<file path="src/rtl/rt_hw_int_map.vh">
`ifndef RT_HW_INT_MAP_VH
`define RT_HW_INT_MAP_VH

// ==========================================================
// Register addresses on the serial host port
`define ADDR_HW_PENDING     7'h06
`define ADDR_HW_ENABLE      7'h0F
`define ADDR_HW_OUT_ENABLE  7'h13
`define ADDR_EXT_CONFIG     7'h4D

// ==========================================================
// Hardware interrupt bit positions
`define BIT_MON_MATCH       6
`define BIT_ADDR_PARITY     3
`define BIT_RT_SUMMARY      2
`define BIT_MT_SUMMARY      1

// ==========================================================
// Extended option bit positions
`define BIT_EXT_RESERVED    4
`define BIT_GAP_BROADCAST_SEL 3
`define BIT_BUSY_REPORT     2

// ==========================================================
// Identification word busy indication bit
`define BIT_LOGGED_BUSY     9

// ==========================================================
// Write masks and reset values
`define EN_WRITE_MASK       16'hFFC8
`define EXT_WRITE_MASK      16'h001C
`define PEND_RESET          16'h0008
`define EN_RESET            16'h0000
`define EXT_RESET           16'h0000

// ==========================================================
// Serial frame layout
`define SPI_CMD_BITS        5'h08
`define SPI_FRAME_BITS      5'h18
`define SPI_READ_FLAG       7

`endif

</file>
<file path="src/rtl/host_serial_port.v">
`timescale 1ns/1ps
`default_nettype none
`include "rt_hw_int_map.vh"

module host_serial_port (
    input  wire        core_clk,
    input  wire        sys_rst,
    input  wire        spi_sck,
    input  wire        spi_cs_n,
    input  wire        spi_mosi,
    output reg         spi_miso,
    output reg  [6:0]  reg_addr,
    output reg         wr_strobe,
    output reg  [15:0] wr_data,
    input  wire [15:0] rd_data
);

    // ======================================================
    // Pin synchronisers
    reg [2:0]  sck_s;
    reg [1:0]  cs_s;
    reg [1:0]  mosi_s;
    reg [4:0]  bit_count;
    reg        is_read;
    reg [15:0] shift_in;
    reg [15:0] shift_out;

    wire sck_rise = sck_s[1] & ~sck_s[2];
    wire sck_fall = ~sck_s[1] & sck_s[2];

    always @(posedge core_clk or posedge sys_rst) begin
        if (sys_rst) begin
            sck_s  <= 3'h0;
            cs_s   <= 2'h3;
            mosi_s <= 2'h0;
        end else begin
            sck_s  <= {sck_s[1:0], spi_sck};
            cs_s   <= {cs_s[0], spi_cs_n};
            mosi_s <= {mosi_s[0], spi_mosi};
        end
    end

    // ======================================================
    // Frame engine: command byte then 16 data bits, MSB first
    always @(posedge core_clk or posedge sys_rst) begin
        if (sys_rst) begin
            bit_count <= 5'h00;
            is_read   <= 1'b0;
            shift_in  <= 16'h0000;
            shift_out <= 16'h0000;
            reg_addr  <= 7'h00;
            wr_strobe <= 1'b0;
            wr_data   <= 16'h0000;
            spi_miso  <= 1'b0;
        end else begin
            wr_strobe <= 1'b0;
            if (cs_s[1]) begin
                bit_count <= 5'h00;
                spi_miso  <= 1'b0;
            end else if (sck_rise) begin
                shift_in  <= {shift_in[14:0], mosi_s[1]};
                bit_count <= bit_count + 5'h01;
                if (bit_count == `SPI_CMD_BITS - 5'h01) begin
                    is_read   <= shift_in[`SPI_READ_FLAG - 1];
                    reg_addr  <= {shift_in[5:0], mosi_s[1]};
                end
                if (bit_count == `SPI_FRAME_BITS - 5'h01 && !is_read) begin
                    wr_data   <= {shift_in[14:0], mosi_s[1]};
                    wr_strobe <= 1'b1;
                end
            end else if (sck_fall) begin
                if (bit_count == `SPI_CMD_BITS && is_read) begin
                    spi_miso  <= rd_data[15];
                    shift_out <= {rd_data[14:0], 1'b0};
                end else if (bit_count > `SPI_CMD_BITS) begin
                    spi_miso  <= shift_out[15];
                    shift_out <= {shift_out[14:0], 1'b0};
                end
            end
        end
    end

endmodule

`default_nettype wire

</file>
<file path="src/rtl/rt_hw_interrupt_block.v">
`timescale 1ns/1ps
`default_nettype none
`include "rt_hw_int_map.vh"

module rt_hw_interrupt_block (
    input  wire        core_clk,
    input  wire        sys_rst,
    input  wire        spi_sck,
    input  wire        spi_cs_n,
    input  wire        spi_mosi,
    output wire        spi_miso,
    input  wire        master_reset_input,
    input  wire [4:0]  term_addr_pins,
    input  wire        term_addr_parity_pin,
    input  wire        mt_tag_increment,
    input  wire [15:0] mt_tag_count,
    input  wire [15:0] mt_tag_match_value,
    input  wire [15:0] rt_pending_bits,
    input  wire [15:0] mt_pending_bits,
    input  wire        rt_event,
    input  wire        rt_event_enabled,
    input  wire [15:0] rt_event_word,
    input  wire        terminal_busy,
    input  wire        gap_error_seen,
    input  wire        broadcast_seen,
    output reg         irq_n,
    output reg         log_write,
    output reg  [15:0] log_word,
    output reg         log_source_rt,
    output reg         gap_broadcast_info_bit
);

    // ======================================================
    // Host port
    wire [6:0]  reg_addr;
    wire        wr_strobe;
    wire [15:0] wr_data;
    reg  [15:0] rd_data;

    host_serial_port u_port (
        .core_clk  (core_clk),
        .sys_rst   (sys_rst),
        .spi_sck   (spi_sck),
        .spi_cs_n  (spi_cs_n),
        .spi_mosi  (spi_mosi),
        .spi_miso  (spi_miso),
        .reg_addr  (reg_addr),
        .wr_strobe (wr_strobe),
        .wr_data   (wr_data),
        .rd_data   (rd_data)
    );

    // ======================================================
    // Terminal address capture at master reset rise
    reg [1:0] mrst_sync;
    reg       mrst_prev;
    reg [5:0] addr_s1;
    reg [5:0] addr_s2;
    reg [5:0] captured_addr;

    always @(posedge core_clk or posedge sys_rst) begin
        if (sys_rst) begin
            mrst_sync     <= 2'h0;
            mrst_prev     <= 1'b0;
            addr_s1       <= 6'h00;
            addr_s2       <= 6'h00;
            captured_addr <= 6'h00;
        end else begin
            mrst_sync <= {mrst_sync[0], master_reset_input};
            mrst_prev <= mrst_sync[1];
            addr_s1   <= {term_addr_parity_pin, term_addr_pins};
            addr_s2   <= addr_s1;
            if (mrst_sync[1] && !mrst_prev) begin
                captured_addr <= addr_s2;
            end
        end
    end

    // Odd count of ones is the only good pattern
    wire parity_bad = ~^captured_addr;

    // ======================================================
    // Registers
    reg [15:0] int_enable;
    reg [15:0] int_out_enable;
    reg [15:0] ext_config;
    reg        pend_match;
    reg        pend_parity;

    wire wr_enable  = wr_strobe && reg_addr == `ADDR_HW_ENABLE;
    wire wr_out_en  = wr_strobe && reg_addr == `ADDR_HW_OUT_ENABLE;
    wire wr_ext     = wr_strobe && reg_addr == `ADDR_EXT_CONFIG;
    wire wr_pending = wr_strobe && reg_addr == `ADDR_HW_PENDING;

    wire match_event = mt_tag_increment && (mt_tag_count == mt_tag_match_value);
    wire set_match   = match_event && int_enable[`BIT_MON_MATCH];
    wire set_parity  = parity_bad && int_enable[`BIT_ADDR_PARITY];
    wire clr_match   = wr_pending && wr_data[`BIT_MON_MATCH];
    wire clr_parity  = wr_pending && wr_data[`BIT_ADDR_PARITY];

    wire rt_summary = |rt_pending_bits;
    wire mt_summary = |mt_pending_bits;

    always @(posedge core_clk or posedge sys_rst) begin
        if (sys_rst) begin
            int_enable     <= `EN_RESET;
            int_out_enable <= `EN_RESET;
            ext_config     <= `EXT_RESET;
            pend_match     <= 1'b0;
            pend_parity    <= 1'b1;
        end else begin
            if (wr_enable) begin
                int_enable <= wr_data & `EN_WRITE_MASK;
            end
            if (wr_out_en) begin
                int_out_enable <= wr_data & `EN_WRITE_MASK;
            end
            if (wr_ext) begin
                ext_config <= wr_data & `EXT_WRITE_MASK;
            end
            // Set wins over a clear in the same cycle
            pend_match  <= set_match  | (pend_match  & ~clr_match);
            pend_parity <= set_parity | (pend_parity & ~clr_parity);
        end
    end

    // ======================================================
    // Read mux
    always @* begin
        case (reg_addr)
            `ADDR_HW_PENDING: begin
                rd_data = 16'h0000;
                rd_data[`BIT_MON_MATCH]   = pend_match;
                rd_data[`BIT_ADDR_PARITY] = pend_parity;
                rd_data[`BIT_RT_SUMMARY]  = rt_summary;
                rd_data[`BIT_MT_SUMMARY]  = mt_summary;
            end
            `ADDR_HW_ENABLE: begin
                rd_data = int_enable;
            end
            `ADDR_HW_OUT_ENABLE: begin
                rd_data = int_out_enable;
            end
            `ADDR_EXT_CONFIG: begin
                rd_data = ext_config;
            end
            default: begin
                rd_data = 16'h0000;
            end
        endcase
    end

    // ======================================================
    // Interrupt pin, log writer and info bit
    wire [15:0] new_hw_word = ({15'h0000, set_match & ~pend_match} << `BIT_MON_MATCH) |
                              ({15'h0000, set_parity & ~pend_parity} << `BIT_ADDR_PARITY);
    wire        rt_logged   = rt_event && rt_event_enabled;
    wire        busy_flag   = ext_config[`BIT_BUSY_REPORT] && terminal_busy;
    wire [15:0] busy_mask   = 16'h0001 << `BIT_LOGGED_BUSY;
    wire [15:0] rt_word     = (rt_event_word & ~busy_mask) |
                              (busy_flag ? busy_mask : 16'h0000);

    reg        hw_log_req;
    reg [15:0] hw_log_word;

    always @(posedge core_clk or posedge sys_rst) begin
        if (sys_rst) begin
            irq_n                  <= 1'b1;
            log_write              <= 1'b0;
            log_word               <= 16'h0000;
            log_source_rt          <= 1'b0;
            hw_log_req             <= 1'b0;
            hw_log_word            <= 16'h0000;
            gap_broadcast_info_bit <= 1'b0;
        end else begin
            irq_n <= ~((pend_match  & int_out_enable[`BIT_MON_MATCH]) |
                       (pend_parity & int_out_enable[`BIT_ADDR_PARITY]));
            gap_broadcast_info_bit <= ext_config[`BIT_GAP_BROADCAST_SEL] ?
                                      broadcast_seen : gap_error_seen;
            log_write <= 1'b0;
            if (rt_logged) begin
                log_write     <= 1'b1;
                log_word      <= rt_word;
                log_source_rt <= 1'b1;
                if (|new_hw_word) begin
                    hw_log_req  <= 1'b1;
                    hw_log_word <= hw_log_word | new_hw_word;
                end
            end else if (hw_log_req || (|new_hw_word)) begin
                log_write     <= 1'b1;
                log_word      <= hw_log_word | new_hw_word;
                log_source_rt <= 1'b0;
                hw_log_req    <= 1'b0;
                hw_log_word   <= 16'h0000;
            end
        end
    end

endmodule

`default_nettype wire

</file>
<file path="config.mk">
export PLATFORM = sky130hd
export DESIGN_NAME = rt_hw_interrupt_block
export DESIGN_NICKNAME = d
export VERILOG_FILES = /design/src/rtl/host_serial_port.v /design/src/rtl/rt_hw_interrupt_block.v
export VERILOG_INCLUDE_DIRS = /design/src /design/src/rtl
export SDC_FILE = /design/constraint.sdc
export NUM_CORES = 1
export LEC_CHECK = 0
export ABC_AREA = 1
export BUFFER_PORTS_ARGS = -buffer_cell sky130_fd_sc_hd__clkbuf_2
export CORE_MARGIN = 2
export CORE_UTILIZATION = 53
export CTS_CLUSTER_SIZE = 25
export DETAILED_ROUTE_END_ITERATION = 12
export PLACE_DENSITY = 0.78
export SYNTH_ARGS = -nofsm -noshare
export SYNTH_HDL_FRONTEND = slang
export SYNTH_SLANG_ARGS = --single-unit
</file>
<file path="constraint.sdc">
create_clock -name core_clk -period 8.7 [get_ports core_clk]
set_input_delay 0.435 -clock core_clk [delete_from_list [all_inputs] [get_ports core_clk]]
set_output_delay 0.435 -clock core_clk [all_outputs]
set_load 0.02 [all_outputs]
</file>
# --- Yosys cells after proc, flatten, opt, wreduce, memory -nomap -nowiden ---
# Index checks and enable logic that the tools add are counted.
word_totals:
  word_cells: 121
  reg_bits: 154
  out_inout_bits: 21
classes:
  n_bitwise: 23
  muxes: 26
  n_addsub: 1
  eq_ne: 10
  reduce_logical: 32
  magnitude_cmp: 1
op_table:
  columns: ["op", "count"]
  rows:
  - ["two-way mux 16 bit", 7]
  - ["one-hot mux 16 bit (4 select lines)", 1]
  - ["OR reduction 16 bit", 3]
  - ["equality test 16 bit", 1]
  - ["OR 16 x 10 -> 16 bit", 1]
  - ["OR 16 x 7 -> 16 bit", 1]
  - ["two-way mux 1 bit", 15]
  - ["logical AND 1 bit", 14]
  - ["two-way mux 10 bit", 1]
  - ["two-way mux 5 bit", 2]
  - ["NOT 1 bit", 9]
  - ["AND reduction 3 bit", 3]
  - ["AND 1 bit", 8]
  - ["nonzero test 2 bit", 4]
  - ["equality test 7 x 3 -> 1 bit (second input constant)", 1]
  - ["equality test 7 x 4 -> 1 bit (second input constant)", 1]
  - ["equality test 7 x 5 -> 1 bit (second input constant)", 1]
  - ["equality test 7 bit (second input constant)", 1]
  - ["OR 7 x 4 -> 7 bit", 1]
  - ["XNOR reduction 6 bit", 1]
  - ["adder 5 x 1 -> 5 bit (second input constant)", 1]
  - ["equality test 5 x 3 -> 1 bit (second input constant)", 1]
  - ["equality test 5 x 4 -> 1 bit (second input constant)", 1]
  - ["equality test 5 bit (second input constant)", 1]
  - ["8 further kinds", 13]

# --- Longest topological paths before layout ---
logic_depth:
  ltp_word: 9
  ltp_mapped: 13

# --- Cells and area by module ---
# Synthesis repeated with hierarchy kept, for this count alone.
hier_totals:
  cells_unflattened: 697
  hier_area_um2: 6253.5
by_module_without_submodules:
  columns: ["module", "seq_area_each_um2", "cells_per_inst", "n_inst", "area_each_um2"]
  rows:
  - ["rt_hw_interrupt_block", 1779.2, 375, 1, 3379.5]
  - ["host_serial_port", 1704.1, 322, 1, 2874.0]

# --- Least setup slack after synthesis ---
# Ideal clock, no wire load.
synth_timing:
  path_type: "reg2reg"
  startpoint: "reg u_port.bit_count[0]"
  endpoint: "reg u_port.spi_miso"
  arrival_ps: 1579
  n_path_buf: 1
  path_stages_with_launch: 11
  slack_ps: 7001
  setup_ps: 120
  cell_sequence: "dfrtp_1 inv_1 ha_1 nand4_1 nor2_1 inv_1 buf_2 nand2_1 nand3_1 o211ai_1 inv_1"
synth_via:
  elab_chain_cells: 6
  word_cells_on_any_way: 9
  cone_classes: "order compare: 1; eq/ne: 1; mux: 4; reduce/logical: 3"
synth_rtl:
  columns: ["element", "line", "rtl"]
  rows:
  - ["start, declared", "host_serial_port.v:23", "reg [4:0] bit_count;"]
  - ["start signal, assigned", "host_serial_port.v:62", "bit_count <= bit_count + 5'h01;"]
  - ["equality test 5 x 4 -> 1 bit (no source line)", null, null]
  - ["logical AND 1 bit", "host_serial_port.v:72", "if (bit_count == `SPI_CMD_BITS && is_read) begin"]
  - ["two-way mux 1 bit", "host_serial_port.v:72", null]
  - ["two-way mux 1 bit", "host_serial_port.v:71", "end else if (sck_fall) begin"]
  - ["two-way mux 1 bit", "host_serial_port.v:60", "end else if (sck_rise) begin"]
  - ["two-way mux 1 bit", "host_serial_port.v:57", "if (cs_s[1]) begin"]
  - ["end signal, assigned", "host_serial_port.v:73", "spi_miso <= rd_data[15];"]
  - ["end signal, assigned", "host_serial_port.v:76", "spi_miso <= shift_out[15];"]
  - ["end, declared", "host_serial_port.v:11", "output reg spi_miso,"]
# Parallel ways exist; a longest one is shown, timed or not. The select of a mux whose other input is x is not followed.
# A chain may end at the register's enable or synchronous reset.

# --- Worst setup path in the final report ---
layout_timing:
  startpoint: "reg u_port.sck_s[1]"
  endpoint: "reg u_port.wr_data[3]"
layout_via:
  elab_chain_cells: 2
layout_rtl:
  columns: ["element", "line", "rtl"]
  rows:
  - ["start, declared", "host_serial_port.v:20", "reg [2:0] sck_s;"]
  - ["start signal, assigned", "host_serial_port.v:37", "sck_s <= {sck_s[1:0], spi_sck};"]
  - ["AND 1 bit", "host_serial_port.v:28", "wire sck_rise = sck_s[1] & ~sck_s[2];"]
  - ["AND reduction 3 bit (no source line)", null, null]
  - ["end signal, assigned", "host_serial_port.v:68", "wr_data <= {shift_in[14:0], mosi_s[1]};"]
  - ["end, declared", "host_serial_port.v:14", "output reg [15:0] wr_data,"]
# No other way between the ends.

==> results <==
- STA puts the critical path data arrival time at roughly 3.2 ns.
- The cell area after layout is 0.00716 mm^2.
- The worst setup path is of the flop to flop kind.
- The number of buffers inserted by port buffering is 117.
- For the worst setup path, the data required time is just over 9 ns.
- Dividing the detail-routed wire length by the instance count gives between 10 and 15 um.
- The run finished with clean final reports.
- The critical path launch point type is a flop.
- The routed layout has 4,602 vias.
- The number of gates resized after CTS was 0.
- Of all nets on the critical path, the largest fanout is 35.
- At the pin with the least slew margin, the transition time is 1.17 ns.
- The wire length of the first global-routing pass is just under 20 mm.
- Setup repair after global routing left no endpoint under its margin.
- In the routed layout, each cell is associated on average with a via count of 4.98.
- The worst-case IR drop observed on VDD is approximately 0.13 mV.
- The latest clock arrival within the worst-skew pair is 0.52 ns.
- Synthesis inferred 135 register bits.
- After clock tree synthesis, the clock-pin slew on the worst setup and hold paths is 0.06 ns.
- TritonCTS built the clock tree.
- The remaining antenna violation count is 0.
- The number of failing hold endpoints at the final stage is 0.
- The average size of a mapped cell is 8.92 um^2.
- The layout net count is 873.
- The number of buffers and inverters on the critical path is 2.
- Summing every instance area after synthesis gives slightly below 0.006 mm^2.
- The final number of max-transition violations is 0.
- sky130_fd_sc_hd__dfrtp_1 takes more of the synthesized area than any other cell.
- The repair_antennas step left the layout with diodes totalling 0.
- Yosys printed 0 warnings.
- The max capacitance violation total is 0.
- The post-DP HPWL is 8.14 mm.
- On the worst path, the slowest cell contributes a delay of approximately 0.84 ns.
- The root buffer cell is sky130_fd_sc_hd__clkbuf_8.
- The maximum clock path buffer count is 2.
- The maximum level of the CTS H-tree is 4.
- The die is about 110 um tall.
- Once placement finished, the instance area stood at between 0.006 and 0.007 mm^2.
- The floorplan step defined a core boundary enclosing 0.0107 mm^2.
- The number of sinks on the clock net is ~140.
- After layout, the worst path uses about 32% of the clock period.
- The number of placement rows is 38.
- The die covers 0.0118 mm^2.
- Buffers inserted during clock tree synthesis total 17.
- The total overflow left after global routing is 0.
- The remaining max-slew budget at the tightest pin is 21.7%.
- The power density normalized to cell area is between 200 and 250 mW/mm^2.
- The routed wire length is 11.6 mm.
- The element type at the critical path end is a flop.
- The cell with the biggest individual delay on the critical path is sky130_fd_sc_hd__nor2_2.
- The signal on the critical path passes through inv_1, nor2_1, inv_1, nor2_2, nand2_1, nand2_1, o21ai_0.
- The sequential share of the synthesized area is 58.3%.
- The min-delay analysis places its worst path in the category input port to flop.
- In this run the count of I/O pins placed on the die edge is between 100 and 150.
- The number of global-route vias before repair came to about 4.5k.
- For this run, the detailed router's first-pass iteration total came to 4.
- The die outline width is around 110 um.
- Summed over all cells, the static leakage comes to 3.74 nW.
- The setup clock skew after layout is about 0.0055 ns.
- In the global route stage, overall resource usage came out at around 21%.
- Cells fill 66.6% of the core in the end.
- The final setup violation count is 0.
- The starting density of the core is 54.0%.
- The pin count of the biggest net entering global routing is 72.
- The fraction of post-synthesis cell area in the top cell type by area is 56.5%.
- The total power is 0.00156 W.
- The time the final worst path needs with I/O delays and setup is 2.79 ns.
- The setup TNS is 0 ns.
- Broken down by cell family, the worst path's largest delay share belongs to simple AND/OR/NAND/NOR gates.
- The global placer's final weighted congestion is 0.821.
- The count of placed standard cells in the final layout, fillers left out is roughly 930.
- The initial antenna violation count is 0.
- The number of DRC violations after detailed-routing iteration 0 is 285.
- The count of unique library cells instantiated by Yosys is 31.
- The proportion of layout cells with a drive suffix above 1 is 22.7%.
- For this run, design rule violations remaining after detail routing come to 0.
- From synthesis to final layout, the design area changed by 23.2%.
- After detailed placement, the design holds a cell count of 893.
- Derived from the worst setup path, the maximum achievable clock frequency is about 0.36 GHz.
- Synthesis produced a netlist whose cell count is 651.
- Ranked by total cell area, the synthesized netlist is headed by sky130_fd_sc_hd__dfrtp_1, sky130_fd_sc_hd__nand2_1, sky130_fd_sc_hd__o21ai_0.
- Synthesis produced a netlist with a net count of ~750.
## sequential cells by signal, indices dropped and copies added, names as in the netlist, 7 cells and up
name / flops
u_port.shift_out: 14
u_port.wr_data: 13
int_enable: 11
int_out_enable: 11
log_word: 16
u_port.reg_addr: 7
u_port.shift_in: 15
## layer usage
layer / wire [um] / vias to the layer above / GRT usage [%] / part of all wire (%)
met5: 0 / - / 0 / 0
met4: 210 / 0 / 7.23 / 1.8
met3: 603 / 19 / 5.56 / 5.2
met2: 5760 / 103 / 37.5 / 50
met1: 5050 / 2180 / 26.0 / 43
li1: - / 2300 / - / -
## through the flow
stage	setup slack, ns	hold WS (ns)
floorplan	4.66	0.331
global placement	6.08	0.332
detailed placement	5.95	0.335
CTS	5.86	0.00448
global route	5.63	0.00391
finish	5.91	0.0216
## worst paths after layout
kind                            cells past startpoint  slack [ns]         startpoint             endpoint
max in group asynchronous                           3        7.34            sys_rst  u_port.bit_count[0]
min in group asynchronous                           2        0.04            sys_rst        log_source_rt
worst max-delay path                                7        5.91    u_port.sck_s[1]    u_port.wr_data[3]
worst min-delay path                                1        0.02  term_addr_pins[4]           addr_s1[4]
worst max register to register                      7        5.91    u_port.sck_s[1]    u_port.wr_data[3]
worst min register to register                      0        0.35    u_port.sck_s[0]      u_port.sck_s[1]
## cells by family (layout without fill, tap and decap cells)
| kind of cell | after synthesis | in the layout | share of synthesized area [%] |
|---|---|---|---|
| xor+xnor | 6 | 6 | 0.905 |
| compound gates | 97 | 97 | 8.64 |
| buf+inv | 105 | 239 | 7.00 |
| fa+ha+maj | 2 | 2 | 0.431 |
| flops | 135 | 135 | 58.3 |
| mux | 24 | 24 | 4.74 |
| simple gates | 282 | 282 | 20.0 |
## cell usage after synthesis, drive strengths merged
cell type and number:
o21ai 85, nor2 44, dfstp 4, nor4 8
a21oi 6, nand4 8, xor2 1, o22ai 2
o211ai 1, o2111ai 2, xnor2 5, nand2 202
clkbuf 13, nor3 2, mux2 16, buf 3
a2bb2oi 1, nand3 15, mux2i 8, ha 2
or2 3, inv 89, dfrtp 131
## power breakdown
group / total [W] / leakage (nW) / switching (W) / internal [W]
logic: 0.000117 / 1.67 / 0.0000706 / 0.0000460
clock network: 0.000768 / 0.308 / 0.000259 / 0.000509
registers: 0.000673 / 1.76 / 0.0000154 / 0.000658
total: 0.00156 / 3.74 / 0.000345 / 0.00121
## placed cells by master, fill, tap and decap left out, drive strengths merged
cell type,count
bufinv,5
a2bb2oi,1
o22ai,2
nand3,15
xor2,1
mux2,16
xnor2,5
inv,90
o21ai,85
clkinvlp,2
or2,3
ha,2
o2111ai,2
o211ai,1
nor4,8
clkbuf,137
dfrtp,131
dlygate4sd3,1
mux2i,8
a21oi,6
nand2,202
clkinv,3
dfstp,4
nor3,2
nor2,44
buf,1
nand4,8
## area by class of cell
type	instances	area (um^2)
Multi-Input combinational cell	411	2020
Timing Repair Buffer	119	603
Clock inverter	11	196
Sequential cell	135	3380
Fill cell	800	3590
Inverter	89	337
Tap cell	140	175
Clock buffer	20	445
## timing repair
item / in CTS / in global routing
hold buffers: 1 / 0
buffers inserted: 0 / 0
hold endpoints to repair: 1 / 0
Note: power is estimated with default switching activity, not from simulation.
